[src/core/p2c_defines.vh]
// Contract
// [RL1] Enabled in receive direction: float clock and data within 1000 ns.
// [RL2] Direction set to transmit: pull clock low to inhibit the peripheral.
// [RL3] After transmit register write: drive data low 45 to 90 ns later.
// [RL4] After transmit register write: release clock 90 to 130 ns later.
// [RL5] Clear transmit idle flag within 1.7 after clock release.
// [RL6] Peripheral latches start bit and clocks 0.002 to 25.003 ms later.
// [RL7] Peripheral clock period 60 to 302 us, high 30 to 151 us.
// [RL8] Start bit fall to parity bit fall lasts at most 2.002 ms.
// [RL9] Transmit: present each bit within 1 us after falling clock edge.
// [RL10] Clear direction 3.5 to 7.1 us after rise following eleventh fall.
// [RL11] Set transmit idle flag within 500 ns of direction clearing.
// [RL12] Direction low after transmit: release data line.
// [RL13] Transmit idle flag set raises an interrupt request.
// [RL14] Receive: sample data on falling clock; peripheral holds it 1/2 us.
// [RL15] Set receive ready within 1.6 us after eleventh falling edge.
// [RL16] Receive register read clears receive ready within 500 ns.
// [RL17] Hold clock low after received frame until receive register read.
// [RL18] Channel disabled: clock driven low, data line released.
// [RL19] Receive ready flag set raises an interrupt request.
// [RL20] Frame: low start, eight data bits LSB first, odd parity, high stop.
//
// Purpose: constants of the aux serial channel controller
// Assumes: 125 MHz core clock, 4-bit register address, 8-bit data
// Notes:   cycle counts are derived in p2c_channel from the times here
`ifndef P2C_DEFINES_VH
`define P2C_DEFINES_VH

`define P2C_ADDR_CTRL       4'h0
`define P2C_ADDR_STATUS     4'h4
`define P2C_ADDR_TXDATA     4'h8
`define P2C_ADDR_RXDATA     4'hC

`define P2C_CTRL_EN_BIT     0
`define P2C_CTRL_DIR_BIT    1
`define P2C_STAT_IDLE_BIT   0
`define P2C_STAT_RDY_BIT    1
`define P2C_STAT_PERR_BIT   2
`define P2C_STAT_FERR_BIT   3

`define P2C_RST_EN          1'b0
`define P2C_RST_DIR         1'b0
`define P2C_RST_IDLE        1'b1
`define P2C_RST_FLAG        1'b0
`define P2C_RST_BYTE        8'h00
`define P2C_LINE_IDLE       2'h3
`define P2C_LINE_HIGH       1'b1
`define P2C_LINE_LOW        1'b0
`define P2C_OE_OFF          1'b1
`define P2C_OE_ON           1'b0

`define P2C_CLK_PERIOD_NS   8
`define P2C_T4_MIN_NS       45
`define P2C_T4_MAX_NS       90
`define P2C_T5_MIN_NS       90
`define P2C_T5_MAX_NS       130
`define P2C_T12_MIN_NS      3500
`define P2C_T12_MAX_NS      7100
`define P2C_CEIL_CYC(ns)    (((ns) + `P2C_CLK_PERIOD_NS - 1) / `P2C_CLK_PERIOD_NS)

`define P2C_LAST_FALL       4'hA
`define P2C_CNT_ZERO        10'h000
`define P2C_CNT_ONE         10'h001
`define P2C_FALL_ZERO       4'h0
`define P2C_FALL_ONE        4'h1

`endif

[src/core/p2c_channel.v]
// Purpose: aux serial channel controller, device side, register port
// Assumes: peripheral generates the line clock; lines are open drain
// Notes:   line clock is sampled by core_clk after two flops
//
// Local design decisions: the address map and strobed register access.
`timescale 1ns/100ps
`include "p2c_defines.vh"

module p2c_channel (
    // Clock, reset, enable
    input  wire       core_clk,
    input  wire       rst_n,
    input  wire       clk_en,
    // Register port
    input  wire [3:0] reg_addr,
    input  wire [7:0] reg_wdata,
    input  wire       reg_wr,
    input  wire       reg_rd,
    output reg  [7:0] reg_rdata,
    // Clock line
    input  wire       aux_clock_line_i,
    output wire       aux_clock_line_o,
    output reg        aux_clock_line_oe_n,
    // Data line
    input  wire       aux_data_line_i,
    output wire       aux_data_line_o,
    output reg        aux_data_line_oe_n,
    // Interrupt requests
    output wire       tx_idle_irq,
    output wire       rx_ready_irq
);

    localparam [6:0] S_OFF     = 7'h01;
    localparam [6:0] S_RX      = 7'h02;
    localparam [6:0] S_RXHOLD  = 7'h04;
    localparam [6:0] S_TXWAIT  = 7'h08;
    localparam [6:0] S_TXLNCH  = 7'h10;
    localparam [6:0] S_TXBITS  = 7'h20;
    localparam [6:0] S_TXTAIL  = 7'h40;

    // Least times round up; each sits below its documented maximum
    localparam integer T4_CYC  = `P2C_CEIL_CYC(`P2C_T4_MIN_NS);
    localparam integer T5_CYC  = `P2C_CEIL_CYC(`P2C_T5_MIN_NS);
    localparam integer T12_CYC = `P2C_CEIL_CYC(`P2C_T12_MIN_NS);
    localparam [9:0] T4_HIT  = T4_CYC[9:0] - `P2C_CNT_ONE;
    localparam [9:0] T5_HIT  = T5_CYC[9:0] - `P2C_CNT_ONE;
    localparam [9:0] T12_HIT = T12_CYC[9:0] - `P2C_CNT_ONE;

    function odd_par;
        input [7:0] d;
        begin
            odd_par = ~(^d);
        end
    endfunction

    wire [1:0]  line_s;
    wire        clk_s;
    wire        dat_s;
    wire        fall;
    wire        rise;
    wire        wr_ctrl;
    wire        wr_tx;
    wire        rd_rx;
    wire [10:0] rx_frame;

    reg         clk_prev_q;
    reg  [6:0]  state_q;
    reg         en_q;
    reg         dir_q;
    reg         idle_q;
    reg         rdy_q;
    reg         perr_q;
    reg         ferr_q;
    reg  [7:0]  rx_byte_q;
    reg  [9:0]  tx_shift_q;
    reg  [10:0] rx_shift_q;
    reg  [3:0]  fall_cnt_q;
    reg  [9:0]  cnt_q;
    reg         tail_run_q;
    reg  [7:0]  rd_mux;

    p2c_sync u_sync (
        .core_clk (core_clk),
        .rst_n    (rst_n),
        .clk_en   (clk_en),
        .async_i  ({aux_clock_line_i, aux_data_line_i}),
        .sync_o   (line_s)
    );

    assign clk_s    = line_s[1];
    assign dat_s    = line_s[0];
    assign fall     = clk_prev_q & ~clk_s;
    assign rise     = ~clk_prev_q & clk_s;
    assign wr_ctrl  = reg_wr && (reg_addr == `P2C_ADDR_CTRL);
    assign wr_tx    = reg_wr && (reg_addr == `P2C_ADDR_TXDATA);
    assign rd_rx    = reg_rd && (reg_addr == `P2C_ADDR_RXDATA);
    assign rx_frame = {dat_s, rx_shift_q[10:1]};

    // Open drain: the only level ever driven is low
    assign aux_clock_line_o = `P2C_LINE_LOW;
    assign aux_data_line_o  = `P2C_LINE_LOW;
    assign tx_idle_irq      = idle_q; // RL13
    assign rx_ready_irq     = rdy_q; // RL19

    always @(posedge core_clk or negedge rst_n) begin
        if (!rst_n) begin
            clk_prev_q <= `P2C_LINE_HIGH;
        end else if (clk_en) begin
            clk_prev_q <= clk_s;
        end
    end

    always @(posedge core_clk or negedge rst_n) begin
        if (!rst_n) begin
            state_q             <= S_OFF;
            en_q                <= `P2C_RST_EN;
            dir_q               <= `P2C_RST_DIR;
            idle_q              <= `P2C_RST_IDLE;
            rdy_q               <= `P2C_RST_FLAG;
            perr_q              <= `P2C_RST_FLAG;
            ferr_q              <= `P2C_RST_FLAG;
            rx_byte_q           <= `P2C_RST_BYTE;
            tx_shift_q          <= {`P2C_RST_BYTE, 2'h0};
            rx_shift_q          <= {`P2C_RST_BYTE, 3'h0};
            fall_cnt_q          <= `P2C_FALL_ZERO;
            cnt_q               <= `P2C_CNT_ZERO;
            tail_run_q          <= 1'b0;
            aux_clock_line_oe_n <= `P2C_OE_ON;
            aux_data_line_oe_n  <= `P2C_OE_OFF;
        end else if (clk_en) begin
            if (wr_ctrl) begin
                en_q  <= reg_wdata[`P2C_CTRL_EN_BIT];
                dir_q <= reg_wdata[`P2C_CTRL_DIR_BIT];
            end
            if (rd_rx) begin
                rdy_q  <= `P2C_RST_FLAG; // RL16
                perr_q <= `P2C_RST_FLAG;
                ferr_q <= `P2C_RST_FLAG;
            end
            if (!en_q) begin
                state_q             <= S_OFF;
                aux_clock_line_oe_n <= `P2C_OE_ON; // RL18
                aux_data_line_oe_n  <= `P2C_OE_OFF; // RL18
            end else begin
                case (state_q)
                    S_OFF: begin
                        fall_cnt_q <= `P2C_FALL_ZERO;
                        if (dir_q) begin
                            state_q <= S_TXWAIT;
                        end else begin
                            state_q             <= S_RX;
                            aux_clock_line_oe_n <= `P2C_OE_OFF; // RL1
                            aux_data_line_oe_n  <= `P2C_OE_OFF; // RL1
                        end
                    end
                    S_RX: begin
                        if (dir_q) begin
                            state_q             <= S_TXWAIT;
                            aux_clock_line_oe_n <= `P2C_OE_ON; // RL2
                            fall_cnt_q          <= `P2C_FALL_ZERO;
                        end else if (fall) begin
                            rx_shift_q <= rx_frame; // RL14
                            fall_cnt_q <= fall_cnt_q + `P2C_FALL_ONE;
                            if (fall_cnt_q == `P2C_LAST_FALL) begin
                                // Whole frame in: start, data, parity, stop
                                rx_byte_q <= rx_frame[8:1]; // RL20
                                rdy_q     <= 1'b1; // RL15
                                perr_q    <= odd_par(rx_frame[8:1]) !=
                                             rx_frame[9];
                                ferr_q    <= rx_frame[0] | ~rx_frame[10];
                                fall_cnt_q          <= `P2C_FALL_ZERO;
                                state_q             <= S_RXHOLD;
                                aux_clock_line_oe_n <= `P2C_OE_ON; // RL17
                            end
                        end
                    end
                    S_RXHOLD: begin
                        // Holding the clock stops a second frame overrunning
                        if (dir_q) begin
                            state_q <= S_TXWAIT;
                        end else if (rd_rx) begin
                            state_q             <= S_RX;
                            aux_clock_line_oe_n <= `P2C_OE_OFF; // RL17
                        end
                    end
                    S_TXWAIT: begin
                        aux_clock_line_oe_n <= `P2C_OE_ON; // RL2
                        if (!dir_q) begin
                            state_q             <= S_RX;
                            aux_clock_line_oe_n <= `P2C_OE_OFF;
                            aux_data_line_oe_n  <= `P2C_OE_OFF;
                        end else if (wr_tx) begin
                            tx_shift_q <= {1'b1, odd_par(reg_wdata),
                                           reg_wdata}; // RL20
                            cnt_q      <= `P2C_CNT_ZERO;
                            state_q    <= S_TXLNCH;
                        end
                    end
                    S_TXLNCH: begin
                        cnt_q <= cnt_q + `P2C_CNT_ONE;
                        if (!dir_q) begin
                            state_q             <= S_RX;
                            aux_clock_line_oe_n <= `P2C_OE_OFF;
                            aux_data_line_oe_n  <= `P2C_OE_OFF;
                        end else begin
                            if (cnt_q == T4_HIT) begin
                                aux_data_line_oe_n <= `P2C_OE_ON; // RL3
                            end
                            if (cnt_q == T5_HIT) begin
                                aux_clock_line_oe_n <= `P2C_OE_OFF; // RL4
                                idle_q              <= 1'b0; // RL5
                                fall_cnt_q          <= `P2C_FALL_ZERO;
                                state_q             <= S_TXBITS;
                            end
                        end
                    end
                    S_TXBITS: begin
                        if (!dir_q) begin
                            state_q            <= S_RX;
                            aux_data_line_oe_n <= `P2C_OE_OFF;
                            idle_q             <= 1'b1;
                        end else if (fall) begin
                            fall_cnt_q <= fall_cnt_q + `P2C_FALL_ONE;
                            if (fall_cnt_q == `P2C_LAST_FALL) begin
                                tail_run_q <= 1'b0;
                                state_q    <= S_TXTAIL;
                            end else begin
                                // A one releases the line, a zero pulls it
                                aux_data_line_oe_n <= tx_shift_q[0]; // RL9
                                tx_shift_q <= {1'b1, tx_shift_q[9:1]};
                            end
                        end
                    end
                    S_TXTAIL: begin
                        if (!tail_run_q) begin
                            cnt_q <= `P2C_CNT_ZERO;
                            if (rise) begin
                                tail_run_q <= 1'b1;
                            end
                        end else if (cnt_q == T12_HIT) begin
                            dir_q              <= 1'b0; // RL10
                            idle_q             <= 1'b1; // RL11
                            aux_data_line_oe_n <= `P2C_OE_OFF; // RL12
                            fall_cnt_q         <= `P2C_FALL_ZERO;
                            state_q            <= S_RX;
                        end else begin
                            cnt_q <= cnt_q + `P2C_CNT_ONE;
                        end
                    end
                    default: begin
                        state_q <= S_OFF;
                    end
                endcase
            end
        end
    end

    always @* begin
        rd_mux = `P2C_RST_BYTE;
        case (reg_addr)
            `P2C_ADDR_CTRL: begin
                rd_mux[`P2C_CTRL_EN_BIT]  = en_q;
                rd_mux[`P2C_CTRL_DIR_BIT] = dir_q;
            end
            `P2C_ADDR_STATUS: begin
                rd_mux[`P2C_STAT_IDLE_BIT] = idle_q;
                rd_mux[`P2C_STAT_RDY_BIT]  = rdy_q;
                rd_mux[`P2C_STAT_PERR_BIT] = perr_q;
                rd_mux[`P2C_STAT_FERR_BIT] = ferr_q;
            end
            `P2C_ADDR_TXDATA: begin
                rd_mux = tx_shift_q[7:0];
            end
            `P2C_ADDR_RXDATA: begin
                rd_mux = rx_byte_q;
            end
            default: begin
                rd_mux = `P2C_RST_BYTE;
            end
        endcase
    end

    // Read data stands only in the cycle after the strobe
    always @(posedge core_clk or negedge rst_n) begin
        if (!rst_n) begin
            reg_rdata <= `P2C_RST_BYTE;
        end else if (clk_en) begin
            reg_rdata <= reg_rd ? rd_mux : `P2C_RST_BYTE;
        end
    end

endmodule

[src/core/p2c_sync.v]
// Purpose: two-flop synchroniser for the clock and data line inputs
// Assumes: lines idle high, so reset value is high
// Notes:   first stage feeds only the second stage
`timescale 1ns/100ps
`include "p2c_defines.vh"

module p2c_sync (
    // Clock and reset
    input  wire       core_clk,
    input  wire       rst_n,
    input  wire       clk_en,
    // Lines
    input  wire [1:0] async_i,
    output reg  [1:0] sync_o
);

    reg [1:0] meta_q;

    always @(posedge core_clk or negedge rst_n) begin
        if (!rst_n) begin
            meta_q <= `P2C_LINE_IDLE;
            sync_o <= `P2C_LINE_IDLE;
        end else if (clk_en) begin
            meta_q <= async_i;
            sync_o <= meta_q;
        end
    end

endmodule

[config.mk]
export PLATFORM = sky130hd
export DESIGN_NAME = p2c_channel
export DESIGN_NICKNAME = d
export VERILOG_FILES = /design/src/core/p2c_channel.v /design/src/core/p2c_sync.v
export VERILOG_INCLUDE_DIRS = /design/src /design/src/core
export SDC_FILE = /design/constraint.sdc
export NUM_CORES = 1
export LEC_CHECK = 0
export ABC_AREA = 1
export BUFFER_PORTS_ARGS = -buffer_cell sky130_fd_sc_hd__buf_2
export CORE_UTILIZATION = 65
export CTS_CLUSTER_SIZE = 16
export DETAILED_ROUTE_END_ITERATION = 8
export GPL_ROUTABILITY_DRIVEN = 0
export MAX_ROUTING_LAYER = met4
export PLACE_DENSITY = 0.85
export SETUP_SLACK_MARGIN = 0.15
export SYNTH_ARGS = -nofsm -noshare
export SYNTH_HDL_FRONTEND = slang
export SYNTH_SLANG_ARGS = --single-unit
[constraint.sdc]
create_clock -name core_clk -period 5.2 [get_ports core_clk]
set_input_delay 0.26 -clock core_clk [delete_from_list [all_inputs] [get_ports core_clk]]
set_output_delay 0.26 -clock core_clk [all_outputs]
set_load 0.005 [all_outputs]
==> flow_metrics.tcl <==
set metrics [dict create \
    status "complete, no violations" \
    synthFlopType "dfrtp_1" \
    p_total_mw 1.81 \
    synth_seq_cells 71 \
    hpwl_um 7750 \
    seq_area_um2 1790 \
    routed_wl_um 10800 \
    crit_fanout 12 \
    via_count 4427 \
    num_rows 29 \
    antenna_found_initial 0 \
    ff2ff_path_depth 10 \
    highest_layer "met4" \
    io_pins 33 \
    hold_viol 0 \
    async_flop_share_pct 100 \
    wl_met1_um 4580 \
    cp-end-kind "register" \
    tightest_slew_ps 864 \
    yosysWarnings 0 \
    max_freq_mhz 456 \
    clockRootBuffer "clkbuf_8" \
    arrival_ps 2460 \
    fin_skew_ps 11.0 \
    slew_headroom_pct 42.4 \
    finalSetupViolations 0 \
    drc 0 \
    fillCellCount 514 \
    grt_use_total_pct 33.4 \
    cts_made_buffers 9 \
    wl_per_cell_um 14.1 \
    area_growth_pct 8.16 \
    synth_edf_count 0 \
    post_cts_resized 0 \
    leakage_nw 2.46 \
    ys_types 37 \
    fp.coreArea_um2 6490 \
    cts_sinks 71 \
    drv_cap 0 \
    grt_pass1_vias 4146 \
    cts_setup_buffers 0 \
    syn_area_per_cell_um2 6.87 \
    min_period_ps 2200 \
    diodes 0 \
    final.period_utilization_pct 42.2 \
    syn_area_um2 4490 \
    tritoncts "built" \
    cts_max_path_buffers 2 \
    initial_core_util_pct 69.2 \
    p_per_area_nw_per_um2 372 \
    dieArea_um2 7250 \
    start_kind "register" \
    cts_hold_buffers 0 \
    drive_above_1_share_pct 12.1 \
    rsz0062_at_grt "no" \
    wl_met3_um 857 \
    fin_util_pct 74.8 \
    gr-total-overflow 0 \
    cp.required_ps 5470 \
    viasPerCell 5.81 \
    portBuffers 30 \
    drt-initial-drc-count 373 \
    die_x_um 85.1 \
    ant_nets 0 \
    clkTransAtPathRegs_ps 90 \
    dp.cells 746 \
    drv_slew 0 \
    drt_first_pass_iters 8 \
    finalSetupTns_ps 0 \
    grt_max_degree 72 \
    ys_seq_area_share_pct 39.8 \
    nets 703 \
    htreeDepth 3 \
    wl_met2_um 5010 \
    grt_pass1_wl_um 18400 \
    multi_input_area_um2 2340 \
    clock_latency_ps 370 \
    hp-class "primary input to async pin" \
    fin_cells 762 \
    die_h_um 85.1 \
    synth_cells 654 \
    critPathKind "register to register" \
    ir_worst_vdd_mv 0.293 \
]
[metal layers]
layer	vias to the layer above	GRT usage (%)
li1	2158	-
met1	2021	41.4
met2	205	53.2
met3	43	7.00
met4	0	14.2
met5	-	-
[synthesized netlist by cell type (6+ instances only)]
library cell | instances | share of area (%)
nand4_1 | 14 | 1.9
inv_1 | 67 | 5.6
nor2_2 | 6 | 0.84
dfrtp_1 | 63 | 35
nor2_1 | 60 | 5.0
xor2_1 | 7 | 1.4
nand2_1 | 218 | 18
nand3_1 | 66 | 7.4
dfstp_2 | 8 | 4.7
o21ai_0 | 64 | 7.1
clkbuf_1 | 9 | 0.75
a21oi_1 | 12 | 1.3
[cell usage in the layout, fill, tap and decap left out, drive strengths merged]
cell type and instances:
inv 75, o21ai 69, nor2 71, conb 2, o31ai 4, a21oi 13, ha 4, nand2 223
and3 1, clkinvlp 3, bufinv 1, nor3 7, xor2 7, xnor2 4, buf 31, or2 1
dfrtp 63, dfstp 8, a22o 4, o221ai 2, clkbuf 9, and2 1, nand4 15, nand3 67
[metrics by stage]
| stage | hold slack, ps | cell area (um2) | setup WS [ps] |
|---|---|---|---|
| after floorplan | -35.6 | 4500 | 3510 |
| after global placement | 447 | 4660 | 3120 |
| after detailed placement | 454 | 4660 | 3060 |
| after CTS | 73.8 | 4860 | 3040 |
| after global routing | 96.0 | 4860 | 2820 |
| final | 74.5 | 4860 | 3000 |
[cells by family (layout without fill, tap and decap cells)]
logic type                 after synthesis  in the layout  synth area share, %
other                                    1              2               0.0835
and+or+nand+nor                        386            386                 37.6
buffers and inverters                   89            119                 8.16
adders and majority gates                4              4                 1.11
DFF                                     71             71                 39.8
xor gates and xnor gates                11             11                 2.14
AOI/OAI and AO/OA                       92             92                 11.1
[registers in the layout, indices dropped and copies added, names as in the netlist, 2 cells and up]
register and cells:
reg_rdata 8, state_q 7, rx_byte_q 8, fall_cnt_q 4, u_sync.sync_o 2, rx_shift_q 10
tx_shift_q 10, cnt_q 10, u_sync.meta_q 2
[critical path, cell delays in order (launching register included)]
cell	delay [ps]
dfrtp_1	510
ha_1	200
nand2_1	50
nor2_1	230
nand4_1	140
nor3_2	240
nor2_1	70
nand2_1	340
inv_2	160
nand2_1	100
nand2_1	50
[final timing paths]
kind / slack, ps / endpoint / start
setup reg to reg: 3000 / cnt_q[7]$_DFFE_PN0P_ / cnt_q[0]$_DFFE_PN0P_
min in group core_clk: 80 / u_sync.meta_q[0]$_DFFE_PN1P_ / aux_data_line_i
hold reg to reg: 470 / aux_data_line_oe_n$_DFFE_PN1P_ / aux_data_line_oe_n$_DFFE_PN1P_
hold / removal: 70 / cnt_q[7]$_DFFE_PN0P_ / rst_n
max in group asynchronous: 4550 / tx_shift_q[7]$_DFFE_PN0P_ / rst_n
setup / recovery: 3000 / cnt_q[7]$_DFFE_PN0P_ / cnt_q[0]$_DFFE_PN0P_
[where the power goes]
| group | internal [mW] | total, mW | switching (mW) | leakage (nW) |
|---|---|---|---|---|
| Clock | 0.226 | 0.465 | 0.238 | 0.0929 |
| Combinational | 0.191 | 0.633 | 0.441 | 1.44 |
| Sequential | 0.644 | 0.709 | 0.0649 | 0.925 |
| Total | 1.06 | 1.81 | 0.745 | 2.46 |
[layout make-up]
type | count | share of cell area (%)
Timing Repair Buffer | 31 | 3.24
Clock inverter | 7 | 1.62
Multi-Input combinational cell | 495 | 48.2
Sequential cell | 71 | 36.8
Tap cell | 77 | 1.98
Clock buffer | 9 | 2.55
Inverter | 72 | 5.61
Power figures use the tool's default switching activity.
